File: config.mk
export PLATFORM = sky130hd
export DESIGN_NAME = sapf_host_framer
export DESIGN_NICKNAME = d
export VERILOG_FILES = /design/src/hw/sapf_pkg.sv /design/src/hw/sapf_host_framer.sv /design/src/hw/sapf_fifo.sv /design/src/hw/sapf_esc_tx.sv
export SDC_FILE = /design/constraint.sdc
export NUM_CORES = 1
export LEC_CHECK = 0
export ABC_AREA = 1
export ABC_CLOCK_PERIOD_IN_PS = 11350
export BUFFER_PORTS_ARGS = -buffer_cell sky130_fd_sc_hd__clkbuf_2
export CAP_MARGIN = 20
export CORE_MARGIN = 2
export CORE_UTILIZATION = 30
export CTS_CLUSTER_SIZE = 25
export DETAILED_ROUTE_END_ITERATION = 8
export GPL_TIMING_DRIVEN = 1
export PLACE_DENSITY = 0.43
export SLEW_MARGIN = 20
export SYNTH_ARGS = -nofsm -noshare
export SYNTH_HDL_FRONTEND = slang
export SYNTH_SLANG_ARGS = --single-unit
File: constraint.sdc
create_clock -name ref_clk -period 11.35 [get_ports ref_clk]
set_input_delay 1.135 -clock ref_clk [delete_from_list [all_inputs] [get_ports ref_clk]]
set_output_delay 1.135 -clock ref_clk [all_outputs]
set_load 0.05 [all_outputs]
File: src/hw/sapf_pkg.sv
package sapf_pkg;

  // ----------------------------------------------------------------
  // Framing bytes and modes
  // ----------------------------------------------------------------
  localparam logic [7:0] DELIM_BYTE  = 8'h7E;  // Start delimiter
  localparam logic [7:0] ESC_BYTE    = 8'h7D;  // Escape marker
  localparam logic [7:0] XON_BYTE    = 8'h11;  // Flow-control on
  localparam logic [7:0] XOFF_BYTE   = 8'h13;  // Flow-control off
  localparam logic [7:0] ESC_XOR     = 8'h20;  // Escape flip mask
  localparam logic [7:0] CSUM_GOOD   = 8'hFF;  // Checksum constant

  localparam logic [1:0] MODE_TRANSP = 2'h0;   // Pass-through
  localparam logic [1:0] MODE_API    = 2'h1;   // Framed
  localparam logic [1:0] MODE_ESC    = 2'h2;   // Framed, escaped

  // ----------------------------------------------------------------
  // Frame type identifiers and layout
  // ----------------------------------------------------------------
  localparam logic [7:0]  TYPE_TXREQ  = 8'h01;  // Transmit request
  localparam logic [7:0]  TYPE_RXPKT  = 8'h81;  // Receive packet
  localparam logic [7:0]  TYPE_TXSTAT = 8'h89;  // Transmit status
  localparam logic [7:0]  TYPE_MSTAT  = 8'h8A;  // Modem status
  localparam logic [15:0] TXREQ_HDR   = 16'h0005; // Type,id,dst(2),opt
  localparam logic [15:0] RXPKT_HDR   = 16'h0005; // Type,src(2),rssi,opt
  localparam logic [15:0] TXSTAT_HDR  = 16'h0003; // Type,id,status
  localparam logic [15:0] MSTAT_HDR   = 16'h0002; // Type,status
  localparam logic [15:0] OTHER_HDR   = 16'h0001; // Type only
  localparam logic [7:0]  STAT_NOACK  = 8'h01;  // Retries expired
  localparam logic [7:0]  STAT_PURGED = 8'h03;  // Poll never came

  // ----------------------------------------------------------------
  // Carriers
  // ----------------------------------------------------------------
  typedef struct packed {
    logic [7:0]  frameId;   // Frame identifier
    logic [15:0] dest;      // Destination address
    logic [7:0]  options;   // Option byte
    logic [15:0] len;       // Payload byte count
  } sapf_txreq_t;

  typedef struct packed {
    logic [7:0]  typeId;    // Frame type
    logic [15:0] srcAddr;   // Source address
    logic [7:0]  frameId;   // Frame id
    logic [7:0]  status;    // Status byte
    logic [7:0]  rssi;      // Signal byte
    logic [7:0]  options;   // Option byte
    logic        noAck;     // Retries expired
    logic        purged;    // Purged
    logic [15:0] payLen;    // Payload count
  } sapf_rxinfo_t;

  // Bytes that must be escaped
  function automatic logic isSpecial(input logic [7:0] b);
    return (b == DELIM_BYTE) || (b == ESC_BYTE) || (b == XON_BYTE) || (b == XOFF_BYTE);
  endfunction

endpackage

File: src/hw/sapf_host_framer.sv
`timescale 1ns/1ps
module sapf_host_framer
  import sapf_pkg::*;
#(
  parameter int FIFO_DEPTH = 16,  // Payload buffer words
  parameter int RX_MAX     = 64   // Largest frame data kept
) (
  input  wire logic         ref_clk,         // Clock, 125 MHz
  input  wire logic         rst,             // Async reset, high
  input  wire logic         ce,              // Clock enable
  input  wire logic [1:0]   interfaceSelect, // Modem mode setting
  input  wire logic         reqValid,        // Request offered
  output      logic         reqReady,        // Request taken
  input  wire sapf_txreq_t  req,             // Request fields
  input  wire logic         payValid,        // Payload byte offered
  output      logic         payReady,        // Buffer not full
  input  wire logic [7:0]   payByte,         // Payload byte
  output      logic         linkTxValid,     // Byte to modem
  input  wire logic         linkTxReady,     // Serialiser accepts
  output      logic [7:0]   linkTxByte,      // Byte to modem
  input  wire logic         linkRxValid,     // Byte from modem
  input  wire logic [7:0]   linkRxByte,      // Received byte
  output      logic         rxInfoValid,     // Good frame decoded
  output      sapf_rxinfo_t rxInfo,          // Decoded header
  output      logic         rxDataValid,     // Payload byte pulse
  output      logic [7:0]   rxDataByte,      // Payload byte
  output      logic         rxDataLast,      // Last payload byte
  output      logic         txBusy           // Frame being sent
);
  // ----------------------------------------------------------------
  // Types and signals
  // ----------------------------------------------------------------
  typedef enum logic [3:0] {
    TX_IDLE  = 4'h0,
    TX_DELIM = 4'h1,
    TX_LENH  = 4'h2,
    TX_LENL  = 4'h3,
    TX_TYPE  = 4'h4,
    TX_FID   = 4'h5,
    TX_DSTH  = 4'h6,
    TX_DSTL  = 4'h7,
    TX_OPT   = 4'h8,
    TX_PAY   = 4'h9,
    TX_CSUM  = 4'hA
  } sapf_txst_t;

  typedef enum logic [2:0] {
    RX_HUNT = 3'h0,
    RX_LENH = 3'h1,
    RX_LENL = 3'h2,
    RX_DATA = 3'h3,
    RX_CSUM = 3'h4,
    RX_PLAY = 3'h5
  } sapf_rxst_t;

  sapf_txst_t  txSt_q;          // Transmit state
  sapf_txreq_t req_q;           // Latched request
  logic [15:0] payLeft_q;       // Payload bytes left
  logic [7:0]  txSum_q;         // Transmit sum
  logic [15:0] frameLen;        // Length field value
  logic        framed;          // Framed mode
  logic        escMode;         // Escaped mode
  logic        encValid;        // Byte offered to escaper
  logic        encReady;        // Escaper takes byte
  logic [7:0]  encByte;         // Byte offered to escaper
  logic        encRaw;          // Byte bypasses escaping
  logic        encAccept;       // Byte handed over
  logic        fifoValid;       // Payload available
  logic        fifoPop;         // Take payload byte
  logic [7:0]  fifoByte;        // Head payload byte

  sapf_rxst_t  rxSt_q;          // Receive state
  logic        rxEsc_q;         // Escape marker seen
  logic [15:0] rxLen_q;         // Received length field
  logic [15:0] rxIdx_q;         // Data byte index
  logic [7:0]  rxSum_q;         // Running receive sum
  logic [15:0] rxPtr_q;         // Playback index
  logic [7:0]  rxMem [RX_MAX];  // Frame data store
  logic [7:0]  rxB;             // Unescaped byte
  logic        rxTake;          // Byte enters the parser
  logic        rxRestart;       // Raw delimiter seen
  logic [15:0] payStart;        // First payload index
  sapf_rxinfo_t info_q;         // Decoded header
  logic        infoValid_q;     // Decoded header pulse
  logic        dValid_q;        // Payload byte pulse
  logic [7:0]  dByte_q;         // Payload byte register
  logic        dLast_q;         // Last byte flag

  assign framed   = (interfaceSelect != MODE_TRANSP);
  assign escMode  = (interfaceSelect == MODE_ESC);
  assign frameLen = req_q.len + TXREQ_HDR;
  assign reqReady = framed && (txSt_q == TX_IDLE);
  assign txBusy   = (txSt_q != TX_IDLE);
  assign encAccept = encValid && encReady;

  // ----------------------------------------------------------------
  // Payload buffer and escaper
  // ----------------------------------------------------------------
  sapf_fifo #(
    .WIDTH (8),
    .DEPTH (FIFO_DEPTH)
  ) u_fifo (
    .ref_clk  (ref_clk),
    .rst      (rst),
    .ce       (ce),
    .inValid  (payValid),
    .inReady  (payReady),
    .inData   (payByte),
    .outValid (fifoValid),
    .outReady (fifoPop),
    .outData  (fifoByte)
  );

  sapf_esc_tx u_esc (
    .ref_clk  (ref_clk),
    .rst      (rst),
    .ce       (ce),
    .escEn    (escMode),
    .inValid  (encValid),
    .inReady  (encReady),
    .inByte   (encByte),
    .inRaw    (encRaw),
    .outValid (linkTxValid),
    .outReady (linkTxReady),
    .outByte  (linkTxByte)
  );

  // ----------------------------------------------------------------
  // Transmit byte selection
  // ----------------------------------------------------------------
  // Unescaped byte for the frame position
  always_comb
  begin
    encValid = 1'b1;
    encRaw   = 1'b0;
    encByte  = 8'h00;
    fifoPop  = 1'b0;
    unique case (txSt_q)
      TX_IDLE:
      begin
        // Pass-through drain
        encValid = !framed && fifoValid;
        encRaw   = 1'b1;
        encByte  = fifoByte;
        fifoPop  = !framed && encReady;
      end
      TX_DELIM:
      begin
        encRaw  = 1'b1;
        encByte = DELIM_BYTE;
      end
      TX_LENH: encByte = frameLen[15:8];
      TX_LENL: encByte = frameLen[7:0];
      TX_TYPE: encByte = TYPE_TXREQ;
      TX_FID:  encByte = req_q.frameId;
      TX_DSTH: encByte = req_q.dest[15:8];
      TX_DSTL: encByte = req_q.dest[7:0];
      TX_OPT:  encByte = req_q.options;
      TX_PAY:
      begin
        // Stalls when empty
        encValid = fifoValid;
        encByte  = fifoByte;
        fifoPop  = encReady;
      end
      TX_CSUM: encByte = CSUM_GOOD - txSum_q;
      default:
      begin
        encValid = 1'b0;
      end
    endcase
  end

  // ----------------------------------------------------------------
  // Transmit sequencing
  // ----------------------------------------------------------------
  // One state per accepted byte, except TX_PAY, which holds for every payload byte
  always_ff @(posedge ref_clk or posedge rst)
  begin
    if (rst)
    begin
      txSt_q    <= TX_IDLE;
      req_q     <= '0;
      payLeft_q <= 16'h0000;
    end
    else if (ce)
    begin
      if (txSt_q == TX_IDLE)
      begin
        if (reqValid && reqReady)
        begin
          req_q     <= req;
          payLeft_q <= req.len;
          txSt_q    <= TX_DELIM;
        end
      end
      else if (encAccept)
      begin
        unique case (txSt_q)
          TX_DELIM: txSt_q <= TX_LENH;
          TX_LENH:  txSt_q <= TX_LENL;
          TX_LENL:  txSt_q <= TX_TYPE;
          TX_TYPE:  txSt_q <= TX_FID;
          TX_FID:   txSt_q <= TX_DSTH;
          TX_DSTH:  txSt_q <= TX_DSTL;
          TX_DSTL:  txSt_q <= TX_OPT;
          TX_OPT:   txSt_q <= (payLeft_q == 16'h0000) ? TX_CSUM : TX_PAY;
          TX_PAY:
          begin
            payLeft_q <= payLeft_q - 16'h0001;
            if (payLeft_q == 16'h0001)
              txSt_q <= TX_CSUM;
          end
          default:  txSt_q <= TX_IDLE;
        endcase
      end
    end
  end

  // Sums frame data before escaping
  always_ff @(posedge ref_clk or posedge rst)
  begin
    if (rst)
      txSum_q <= 8'h00;
    else if (ce)
    begin
      if (txSt_q == TX_DELIM)
        txSum_q <= 8'h00;
      else if (encAccept && (txSt_q >= TX_TYPE) && (txSt_q <= TX_PAY))
        txSum_q <= txSum_q + encByte;
    end
  end

  // ----------------------------------------------------------------
  // Receive parsing
  // ----------------------------------------------------------------
  assign rxRestart = escMode && (linkRxByte == DELIM_BYTE);
  assign rxB       = rxEsc_q ? (linkRxByte ^ ESC_XOR) : linkRxByte;
  assign rxTake    = ce && framed && linkRxValid && !rxRestart
                     && !(escMode && !rxEsc_q && (linkRxByte == ESC_BYTE))
                     && (rxSt_q != RX_PLAY);

  // Payload start by frame type
  always_comb
  begin
    unique case (rxMem[0])
      TYPE_RXPKT:  payStart = RXPKT_HDR;
      TYPE_TXSTAT: payStart = TXSTAT_HDR;
      TYPE_MSTAT:  payStart = MSTAT_HDR;
      default:     payStart = OTHER_HDR;
    endcase
  end

  // Frame data store
  always_ff @(posedge ref_clk)
  begin
    if (rxTake && (rxSt_q == RX_DATA))
      rxMem[rxIdx_q[$clog2(RX_MAX)-1:0]] <= rxB;
  end

  // Delimiter hunt, length, checksum and decode
  always_ff @(posedge ref_clk or posedge rst)
  begin
    if (rst)
    begin
      rxSt_q      <= RX_HUNT;
      rxEsc_q     <= 1'b0;
      rxLen_q     <= 16'h0000;
      rxIdx_q     <= 16'h0000;
      rxSum_q     <= 8'h00;
      rxPtr_q     <= 16'h0000;
      info_q      <= '0;
      infoValid_q <= 1'b0;
    end
    else if (ce)
    begin
      infoValid_q <= 1'b0;
      if (rxSt_q == RX_PLAY)
      begin
        // Payload playback
        rxPtr_q <= rxPtr_q + 16'h0001;
        if (rxPtr_q + 16'h0001 >= rxLen_q)
          rxSt_q <= RX_HUNT;
      end
      else if (framed && linkRxValid && rxRestart)
      begin
        // Raw delimiter restarts
        rxSt_q  <= RX_LENH;
        rxEsc_q <= 1'b0;
      end
      else if (framed && linkRxValid && escMode && !rxEsc_q && (linkRxByte == ESC_BYTE))
        rxEsc_q <= 1'b1;
      else if (rxTake)
      begin
        rxEsc_q <= 1'b0;
        unique case (rxSt_q)
          RX_HUNT:
            if (linkRxByte == DELIM_BYTE)
              rxSt_q <= RX_LENH;
          RX_LENH:
          begin
            rxLen_q[15:8] <= rxB;
            rxSt_q        <= RX_LENL;
          end
          RX_LENL:
          begin
            rxLen_q[7:0] <= rxB;
            rxIdx_q      <= 16'h0000;
            rxSum_q      <= 8'h00;
            // Drop empty or oversize
            if (({rxLen_q[15:8], rxB} == 16'h0000) || ({rxLen_q[15:8], rxB} > 16'(RX_MAX)))
              rxSt_q <= RX_HUNT;
            else
              rxSt_q <= RX_DATA;
          end
          RX_DATA:
          begin
            rxSum_q <= rxSum_q + rxB;
            rxIdx_q <= rxIdx_q + 16'h0001;
            if (rxIdx_q + 16'h0001 == rxLen_q)
              rxSt_q <= RX_CSUM;
          end
          RX_CSUM:
          begin
            if (8'(rxSum_q + rxB) == CSUM_GOOD)
            begin
              // Decode header fields by type
              info_q.typeId  <= rxMem[0];
              info_q.srcAddr <= {rxMem[1], rxMem[2]};
              info_q.frameId <= rxMem[1];
              info_q.status  <= (rxMem[0] == TYPE_TXSTAT) ? rxMem[2] : rxMem[1];
              info_q.rssi    <= rxMem[3];
              info_q.options <= rxMem[4];
              info_q.noAck   <= (rxMem[0] == TYPE_TXSTAT) && (rxMem[2] == STAT_NOACK);
              info_q.purged  <= (rxMem[0] == TYPE_TXSTAT) && (rxMem[2] == STAT_PURGED);
              info_q.payLen  <= (rxLen_q > payStart) ? rxLen_q - payStart : 16'h0000;
              infoValid_q    <= 1'b1;
              rxPtr_q        <= payStart;
              rxSt_q         <= (rxLen_q > payStart) ? RX_PLAY : RX_HUNT;
            end
            else
              rxSt_q <= RX_HUNT;
          end
          default: rxSt_q <= RX_HUNT;
        endcase
      end
    end
  end

  // ----------------------------------------------------------------
  // Receive data output
  // ----------------------------------------------------------------
  // Playback or pass-through
  always_ff @(posedge ref_clk or posedge rst)
  begin
    if (rst)
    begin
      dValid_q <= 1'b0;
      dByte_q  <= 8'h00;
      dLast_q  <= 1'b0;
    end
    else if (ce)
    begin
      dValid_q <= 1'b0;
      dLast_q  <= 1'b0;
      if (!framed && linkRxValid)
      begin
        dValid_q <= 1'b1;
        dByte_q  <= linkRxByte;
      end
      else if (rxSt_q == RX_PLAY)
      begin
        dValid_q <= 1'b1;
        dByte_q  <= rxMem[rxPtr_q[$clog2(RX_MAX)-1:0]];
        dLast_q  <= (rxPtr_q + 16'h0001 >= rxLen_q);
      end
    end
  end

  assign rxInfoValid = infoValid_q;
  assign rxInfo      = info_q;
  assign rxDataValid = dValid_q;
  assign rxDataByte  = dByte_q;
  assign rxDataLast  = dLast_q;
endmodule // sapf_host_framer

File: src/hw/sapf_fifo.sv
`timescale 1ns/1ps
module sapf_fifo #(
  parameter int WIDTH = 8,
  parameter int DEPTH = 16
) (
  input  wire logic             ref_clk,  // Clock
  input  wire logic             rst,      // Async reset
  input  wire logic             ce,       // Clock enable
  input  wire logic             inValid,  // Write request
  output      logic             inReady,  // Not full
  input  wire logic [WIDTH-1:0] inData,   // Write data
  output      logic             outValid, // Not empty
  input  wire logic             outReady, // Read request
  output      logic [WIDTH-1:0] outData   // Head word
);
  localparam int AW = $clog2(DEPTH);

  logic [WIDTH-1:0] mem [DEPTH];  // Storage
  logic [AW-1:0]    wrPtr_q;      // Write index
  logic [AW-1:0]    rdPtr_q;      // Read index
  logic [AW:0]      count_q;      // Words held
  logic             push;         // Accepted write
  logic             pop;          // Accepted read

  assign inReady  = (count_q != (AW+1)'(DEPTH));
  assign outValid = (count_q != '0);
  assign outData  = mem[rdPtr_q];
  assign push     = inValid && inReady;
  assign pop      = outValid && outReady;

  // Storage write
  always_ff @(posedge ref_clk)
  begin
    if (ce && push)
      mem[wrPtr_q] <= inData;
  end

  // Pointers and fill count
  always_ff @(posedge ref_clk or posedge rst)
  begin
    if (rst)
    begin
      wrPtr_q <= '0;
      rdPtr_q <= '0;
      count_q <= '0;
    end
    else if (ce)
    begin
      if (push)
        wrPtr_q <= (wrPtr_q == AW'(DEPTH-1)) ? '0 : wrPtr_q + 1'b1;
      if (pop)
        rdPtr_q <= (rdPtr_q == AW'(DEPTH-1)) ? '0 : rdPtr_q + 1'b1;
      if (push && !pop)
        count_q <= count_q + 1'b1;
      else if (pop && !push)
        count_q <= count_q - 1'b1;
    end
  end
endmodule // sapf_fifo

File: src/hw/sapf_esc_tx.sv
`timescale 1ns/1ps
module sapf_esc_tx
  import sapf_pkg::*;
(
  input  wire logic       ref_clk,  // Clock
  input  wire logic       rst,      // Async reset
  input  wire logic       ce,       // Clock enable
  input  wire logic       escEn,    // Escaping active
  input  wire logic       inValid,  // Byte offered
  output      logic       inReady,  // Byte taken
  input  wire logic [7:0] inByte,   // Unescaped byte
  input  wire logic       inRaw,    // Never escape (delimiter)
  output      logic       outValid, // Link byte valid
  input  wire logic       outReady, // Link accepts
  output      logic [7:0] outByte   // Link byte
);
  logic       pend_q;   // Escape half pending
  logic [7:0] pendB_q;  // Flipped byte to send
  logic       needEsc;  // Current byte needs escape

  assign needEsc  = escEn && !inRaw && isSpecial(inByte);
  assign inReady  = !pend_q && outReady;
  assign outValid = pend_q || inValid;
  assign outByte  = pend_q ? pendB_q : (needEsc ? ESC_BYTE : inByte);

  // Escape pair sequencing
  always_ff @(posedge ref_clk or posedge rst)
  begin
    if (rst)
    begin
      pend_q  <= 1'b0;
      pendB_q <= 8'h00;
    end
    else if (ce)
    begin
      if (pend_q && outReady)
        pend_q <= 1'b0;
      else if (inValid && inReady && needEsc)
      begin
        pend_q  <= 1'b1;
        pendB_q <= inByte ^ ESC_XOR;
      end
    end
  end
endmodule // sapf_esc_tx

Word-level counts from Yosys, hierarchy flattened. Memories as Yosys holds them, arrays and structs flattened. A register that Yosys moved wholly into a read port is not among the register bits. Index checks and enable logic that the tools add are counted.

Bits in registers: 227. Bits in writable memories: 640. Output and inout port bits: 97. Memories: 2.

Memories: rxMem (words 64, width 8, rd ports 6, clocked after memory_dff 2, write ports 1, RTL line sapf_host_framer.sv:78) `logic [7:0] rxMem [RX_MAX];`; u_fifo.mem (words 16, width 8, rd ports 1, clocked after memory_dff 0, write ports 1, RTL line sapf_fifo.sv:18) `logic [WIDTH-1:0] mem [DEPTH];`.

Add/subtract/negate cells: 12. Magnitude comparators: 5. Equality and inequality tests: 42. Muxes and demuxes: 66. Bitwise gates (word level): 6. Reduce and logical (&&, ||, !) cells: 86.

Operators by type and width (count): two-way mux 16 bit (11); one-hot mux 8 bit (10 select lines) (1); two-way mux 8 bit (7); one-hot mux 4 bit (9 select lines) (1); logical AND 1 bit (34); adder 16 x 1 -> 16 bit, second input constant (2); equality test 8 x 7 -> 1 bit, second input constant (4); equality test 8 bit, second input constant (4); zero test 16 bit (2); one-hot mux 16 bit (2 select lines) (1); AND reduction 6 bit (5); two-way mux 3 bit (9); two-way mux 4 bit (6); nonzero test 2 bit (11); equality test 4 bit, second input constant (5); two-way mux 1 bit (20); adder 16 x 3 -> 16 bit, second input constant (1); adder 8 bit (2); equality test 16 x 1 -> 1 bit, second input constant (1); equality test 16 bit (1); equality test 4 x 3 -> 1 bit, second input constant (4); equality test 8 x 5 -> 1 bit, second input constant (2); >= comparator 16 bit (1); > comparator 16 bit (1); other kinds (45) (81).

Logic depth before layout (Yosys ltp).
Word-level depth: 11. Depth in mapped cells: 24.

Hierarchy. A second synthesis with hierarchy kept.

Cells, all modules: 3931. Area total of the unflattened synthesis: 40023.4 µm².

Modules (own cells, without submodules): sapf_host_framer (instances 1, cells an instance 3200, area each 32935.3 µm², sequential area each 20704.9 µm²); sapf_fifo (instances 1, cells an instance 646, area each 6485.0 µm², sequential area each 4169.0 µm²); sapf_esc_tx (instances 1, cells an instance 85, area each 603.1 µm², sequential area each 225.2 µm²).

Worst setup path before layout. Ideal clock, no wire load.

Kind: input -> register. Start: input linkRxByte[5]. End: register info_q, in the netlist rxInfo[35]. Data arrival time: 4853 ps. Required time: 11230 ps. Setup slack: 6378 ps. Stages: 15. Buffers on the path: 2. Cell sequence: xor2_1 -> ha_1 -> nand2_1 -> inv_1 -> nand4_1 -> nand3_1 -> xnor2_1 -> nor2_1 -> nand2_1 -> nor2_1 -> nand2_1 -> buf_2 -> buf_2 -> mux2i_1 -> inv_1.

Cells in the longest elaborated chain, start to end: 7.

RTL lines: start: declaration (RTL line sapf_host_framer.sv:22) `input wire logic [7:0] linkRxByte,`; parallel branches: the longest is 6 deep, another holds adder 8 bit; AND reduction 7 bit (no source line) (*); end: declaration (RTL line sapf_host_framer.sv:83) `sapf_rxinfo_t info_q;`.

Mark *: on every way between the ends. A chain may end at the register's enable or synchronous reset.

Final worst setup path.
Start: input linkRxByte[7]. End: memory rxMem[32][4] (enable).

Cells in the longest elaborated chain, start to end: 9.

RTL lines: equality test 8 x 7 -> 1 bit (RTL line sapf_host_framer.sv:237) `assign rxRestart = escMode && (linkRxByte == DELIM_BYTE);`; logical AND 1 bit (RTL line sapf_host_framer.sv:237); zero test 1 bit (RTL line sapf_host_framer.sv:239) `assign rxTake = ce && framed && linkRxValid && !rxRestart`; logical AND 1 bit (RTL line sapf_host_framer.sv:239); logical AND 1 bit (*) (RTL line sapf_host_framer.sv:240) `&& !(escMode && !rxEsc_q && (linkRxByte == ESC_BYTE))`; logical AND 1 bit (*) (RTL line sapf_host_framer.sv:241) `&& (rxSt_q != RX_PLAY);`; logical AND 1 bit (*) (RTL line sapf_host_framer.sv:257) `if (rxTake && (rxSt_q == RX_DATA))`; two-way mux 1 bit (*) (RTL line sapf_host_framer.sv:257); two-way mux 1 bit (not written as such) (*) (RTL line sapf_host_framer.sv:258) `rxMem[rxIdx_q[$clog2(RX_MAX)-1:0]] <= rxB;`; end: declaration (RTL line sapf_host_framer.sv:78).

Every way passes the cells marked *; elsewhere a longest branch is shown, timed or not.

==> flow_summary.toml <==
[detailed_routing]
routed_via_density = 4.93
drt-total-wl_microns = 122000
drc = 0
vias = 28010
wl_per_cell_microns = 21.5
dr.pass1.iters = 6
first_iter_violations = 2206
drtAntennaViolNets = 0

[critical_path]
path_delay_family = "simple AND/OR/NAND/NOR gates"
cp_max_fo = 29
path_buf_inv = 4
worstReg2RegStart = "rxPtr_q[3]$_DFFE_PP0P_"
crit_path_end_kind = "register"
cp-startpoint = "linkRxByte[7]"
critPathKind = "primary input to register"
worstPathRequired_ns = 11.67
path_cells = "buf_2, buf_4, inv_1, nand3_1, nor2_1, nand3_1, nand3_1, nor2_2, inv_1, nor2_1, nand3_1, nor2_1"
reg2reg_depth = 24
arrival_ns = 5.48
cpPeakStageDelay_ns = 0.91
start_kind = "primary input"
path_common_cell = "nand3_1"
cp.depth = 12
slowest_stage = "nor2_1"

[min_path]
hold_depth = 2
hp-start = "u_esc.pendB_q[4]$_DFFE_PP0P_"
hp-class = "register to register"

[cts]
cts_resized = 0
clockRootBuffer = "clkbuf_16"
cts_sinks = 875
clockBufferDepth = 3
h-tree-depth = 3
cts_tree = "yes"
path_clk_slew_ns = 0.06
cts_hold_buf = 0
cts_buffers = 99
post_cts_buffers = 0
clkLatencyLatePin_ns = 0.71

[cells_and_area]
fin_nets = 3985
final_common_cell = "nand2_1"
post-route-util_pct = 34.7
layout-drive-gt1-share_pct = 11.2
area_growth_pct = 14.8
mostFrequentLayoutCells = "nand2_1 (693), edfxtp_1 (640), nor2_1 (492)"

[floorplan]
dieArea_sq_um = 133000
die_y_microns = 365
rows = 132
initial_utilization_pct = 30.2
coreArea_sq_um = 129000
ios = 170
dieWidth_microns = 365

[pwr]
ir_drop_mv = 0.192
power_per_cell_area_nw_per_um2 = 256
share_comb_of_total_power_pct = 36.8
p_switching_mw = 4.71
p_sw_share_pct = 41.0
p_seq_share_pct = 35.7
finalPower_mw = 11.5
cellLeakagePower_nw = 17.4
p_int_mw = 6.78
p_clk_share_pct = 27.5

[global_routing]
overflow = 0
globalRouteTotalUtil_pct = 18.2
grt_pass1_vias = 27736
grt_pass1_wl_microns = 182000
grt_max_degree = 136
antenna_found_initial = 1

[synth]
synth_edf_count = 640
synth_top_flop_cell = "edfxtp_1"
ys_top_cells_by_area = "edfxtp_1 (49%), dfrtp_1 (15%), nand2_1 (6.7%)"
synth_nets = 3853
ys_ff_latch = 875
synth_largest_area_cell = "edfxtp_1"
synth.avg_cell_area_sq_um = 10.5
yosysWarnings = 0
synth_area_sq_um = 39100
synth.distinct_cells = 49
async_flop_share_pct = 26.9
syn_inst = 3729
synth_top_cell_area_share_pct = 49.2
ys_seq_area_share_pct = 64.3

[sta]
finalCriticalPeriod_ns = 5.16
setup_slack_ns = 6.19
fin_crit_sh_pct = 45.5
tightest_slew_ns = 1.09
finalHoldViolCount = 0
fin_skew_ns = 0.0331
setup_viol = 0
finalSetupTns_ns = 0
max-slew-margin-rel_pct = 27.3
grt_setup_unrepaired = "false"
max_freq_mhz = 194
slew_violations = 0

[placed_design]
io_buffers = 169
post-dp-hpwl_microns = 78900
pre_cts_slack_ns = 5.54
gp_congestion = 0.860

[run_status]
outcome = "complete, no violations"

[run]
drv_cap = 0
tightest hold or removal path, cell delays in order (launching register included):
cell and delay [ns]:
dfrtp_1 0.34, inv_1 0.04, nand2_1 0.05
worst paths after layout:
check,slack [ns],end
max,6.19,rxMem[32][4]$_DFFE_PP_
min,0.46,u_esc.pendB_q[4]$_DFFE_PP0P_
max reg2reg,6.66,rxSt_q[0]$_DFFE_PP0P_
min reg2reg,0.46,u_esc.pendB_q[4]$_DFFE_PP0P_
max in group asynchronous,9.42,u_fifo.rdPtr_q[0]$_DFFE_PP0P_
min in group asynchronous,0.62,rxInfo[38]$_DFFE_PP0P_
Yosys cell counts, types with 2 or more instances:
master,number
buf_2,45
o21ai_2,2
clkinv_1,8
o311ai_0,3
xor2_1,43
nand2_1,693
o211ai_1,36
o21ai_0,382
inv_2,15
nor2_1,494
clkbuf_1,119
fa_1,4
xnor2_1,7
a31oi_1,6
nand2_2,7
nor4_1,3
nor3_1,30
edfxtp_1,640
nand3b_1,3
a21oi_1,79
o21bai_1,2
dfrtp_1,235
ha_1,47
a32o_1,8
or2_2,6
a21o_1,2
o221ai_1,81
mux2_2,40
nand3_1,286
inv_1,241
o21ai_1,20
buf_1,3
buf_4,11
nand4_1,30
xnor3_1,2
mux2i_1,12
a22oi_1,2
o21a_1,2
o22ai_1,60
nor2_2,10
nor3b_1,2
area by class of cell:
| type | count | area, sq um |
|---|---|---|
| repair buffers | 209 | 1160 |
| diodes | 1 | 2.50 |
| flip-flops and latches | 875 | 25100 |
| inverters | 264 | 1010 |
| clock inverters | 38 | 423 |
| multi-input cells | 2412 | 12200 |
| well taps | 1742 | 2180 |
| fillers | 13097 | 84500 |
| clock buffers | 143 | 2720 |
sequential cells by signal (all words and copies together), names as in the netlist, 5 cells and up:
register	flops
rxPtr_q	16
txSum_q	8
rxLen_q	16
u_esc.pendB_q	8
u_fifo.mem	128
rxSum_q	8
payLeft_q	16
req_q	48
rxMem	512
rxIdx_q	16
rxDataByte	8
u_fifo.count_q	5
rxInfo	66
per-layer routing:
metal,vias to the layer above,GRT usage [%],part of all wire (%)
met2,585,29.2,47
met1,13974,25.8,47
met5,-,0,0.0074
met4,2,5.20,2.2
li1,13302,-,-
met3,147,2.33,4.2
through the flow:
step / std cells / hold slack, ns / instance area [sq um]
3_5_place_dp: 5502 / 0.452 / 41700
4_1_cts: 5683 / 0.468 / 44800
6_report: 5684 / 0.464 / 44800
2_1_floorplan: 3729 / 0.434 / 39100
5_1_grt: 5683 / 0.487 / 44800
3_3_place_gp: 5502 / 0.446 / 41700
cell families after synthesis:
family | Yosys count | synth area share, %
AO/OA/AOI/OAI | 689 | 10.3
XOR/XNOR | 52 | 1.24
adder cells (fa/ha/maj) | 51 | 1.71
buffers and inverters | 442 | 4.50
flip-flops | 875 | 64.3
multiplexers | 52 | 1.46
AND/OR/NAND/NOR | 1568 | 16.6
power groups by stage:
stage	combinational [mW]	sequential [mW]	clock [mW]
final	4.23	4.10	3.16
after global routing	4.72	4.14	3.37
after CTS	4.26	4.10	3.24
after detailed placement	4.25	4.16	0
after global placement	4.25	4.17	0
after floorplan	2.89	4.06	0
(Power assumes the default switching activity.)
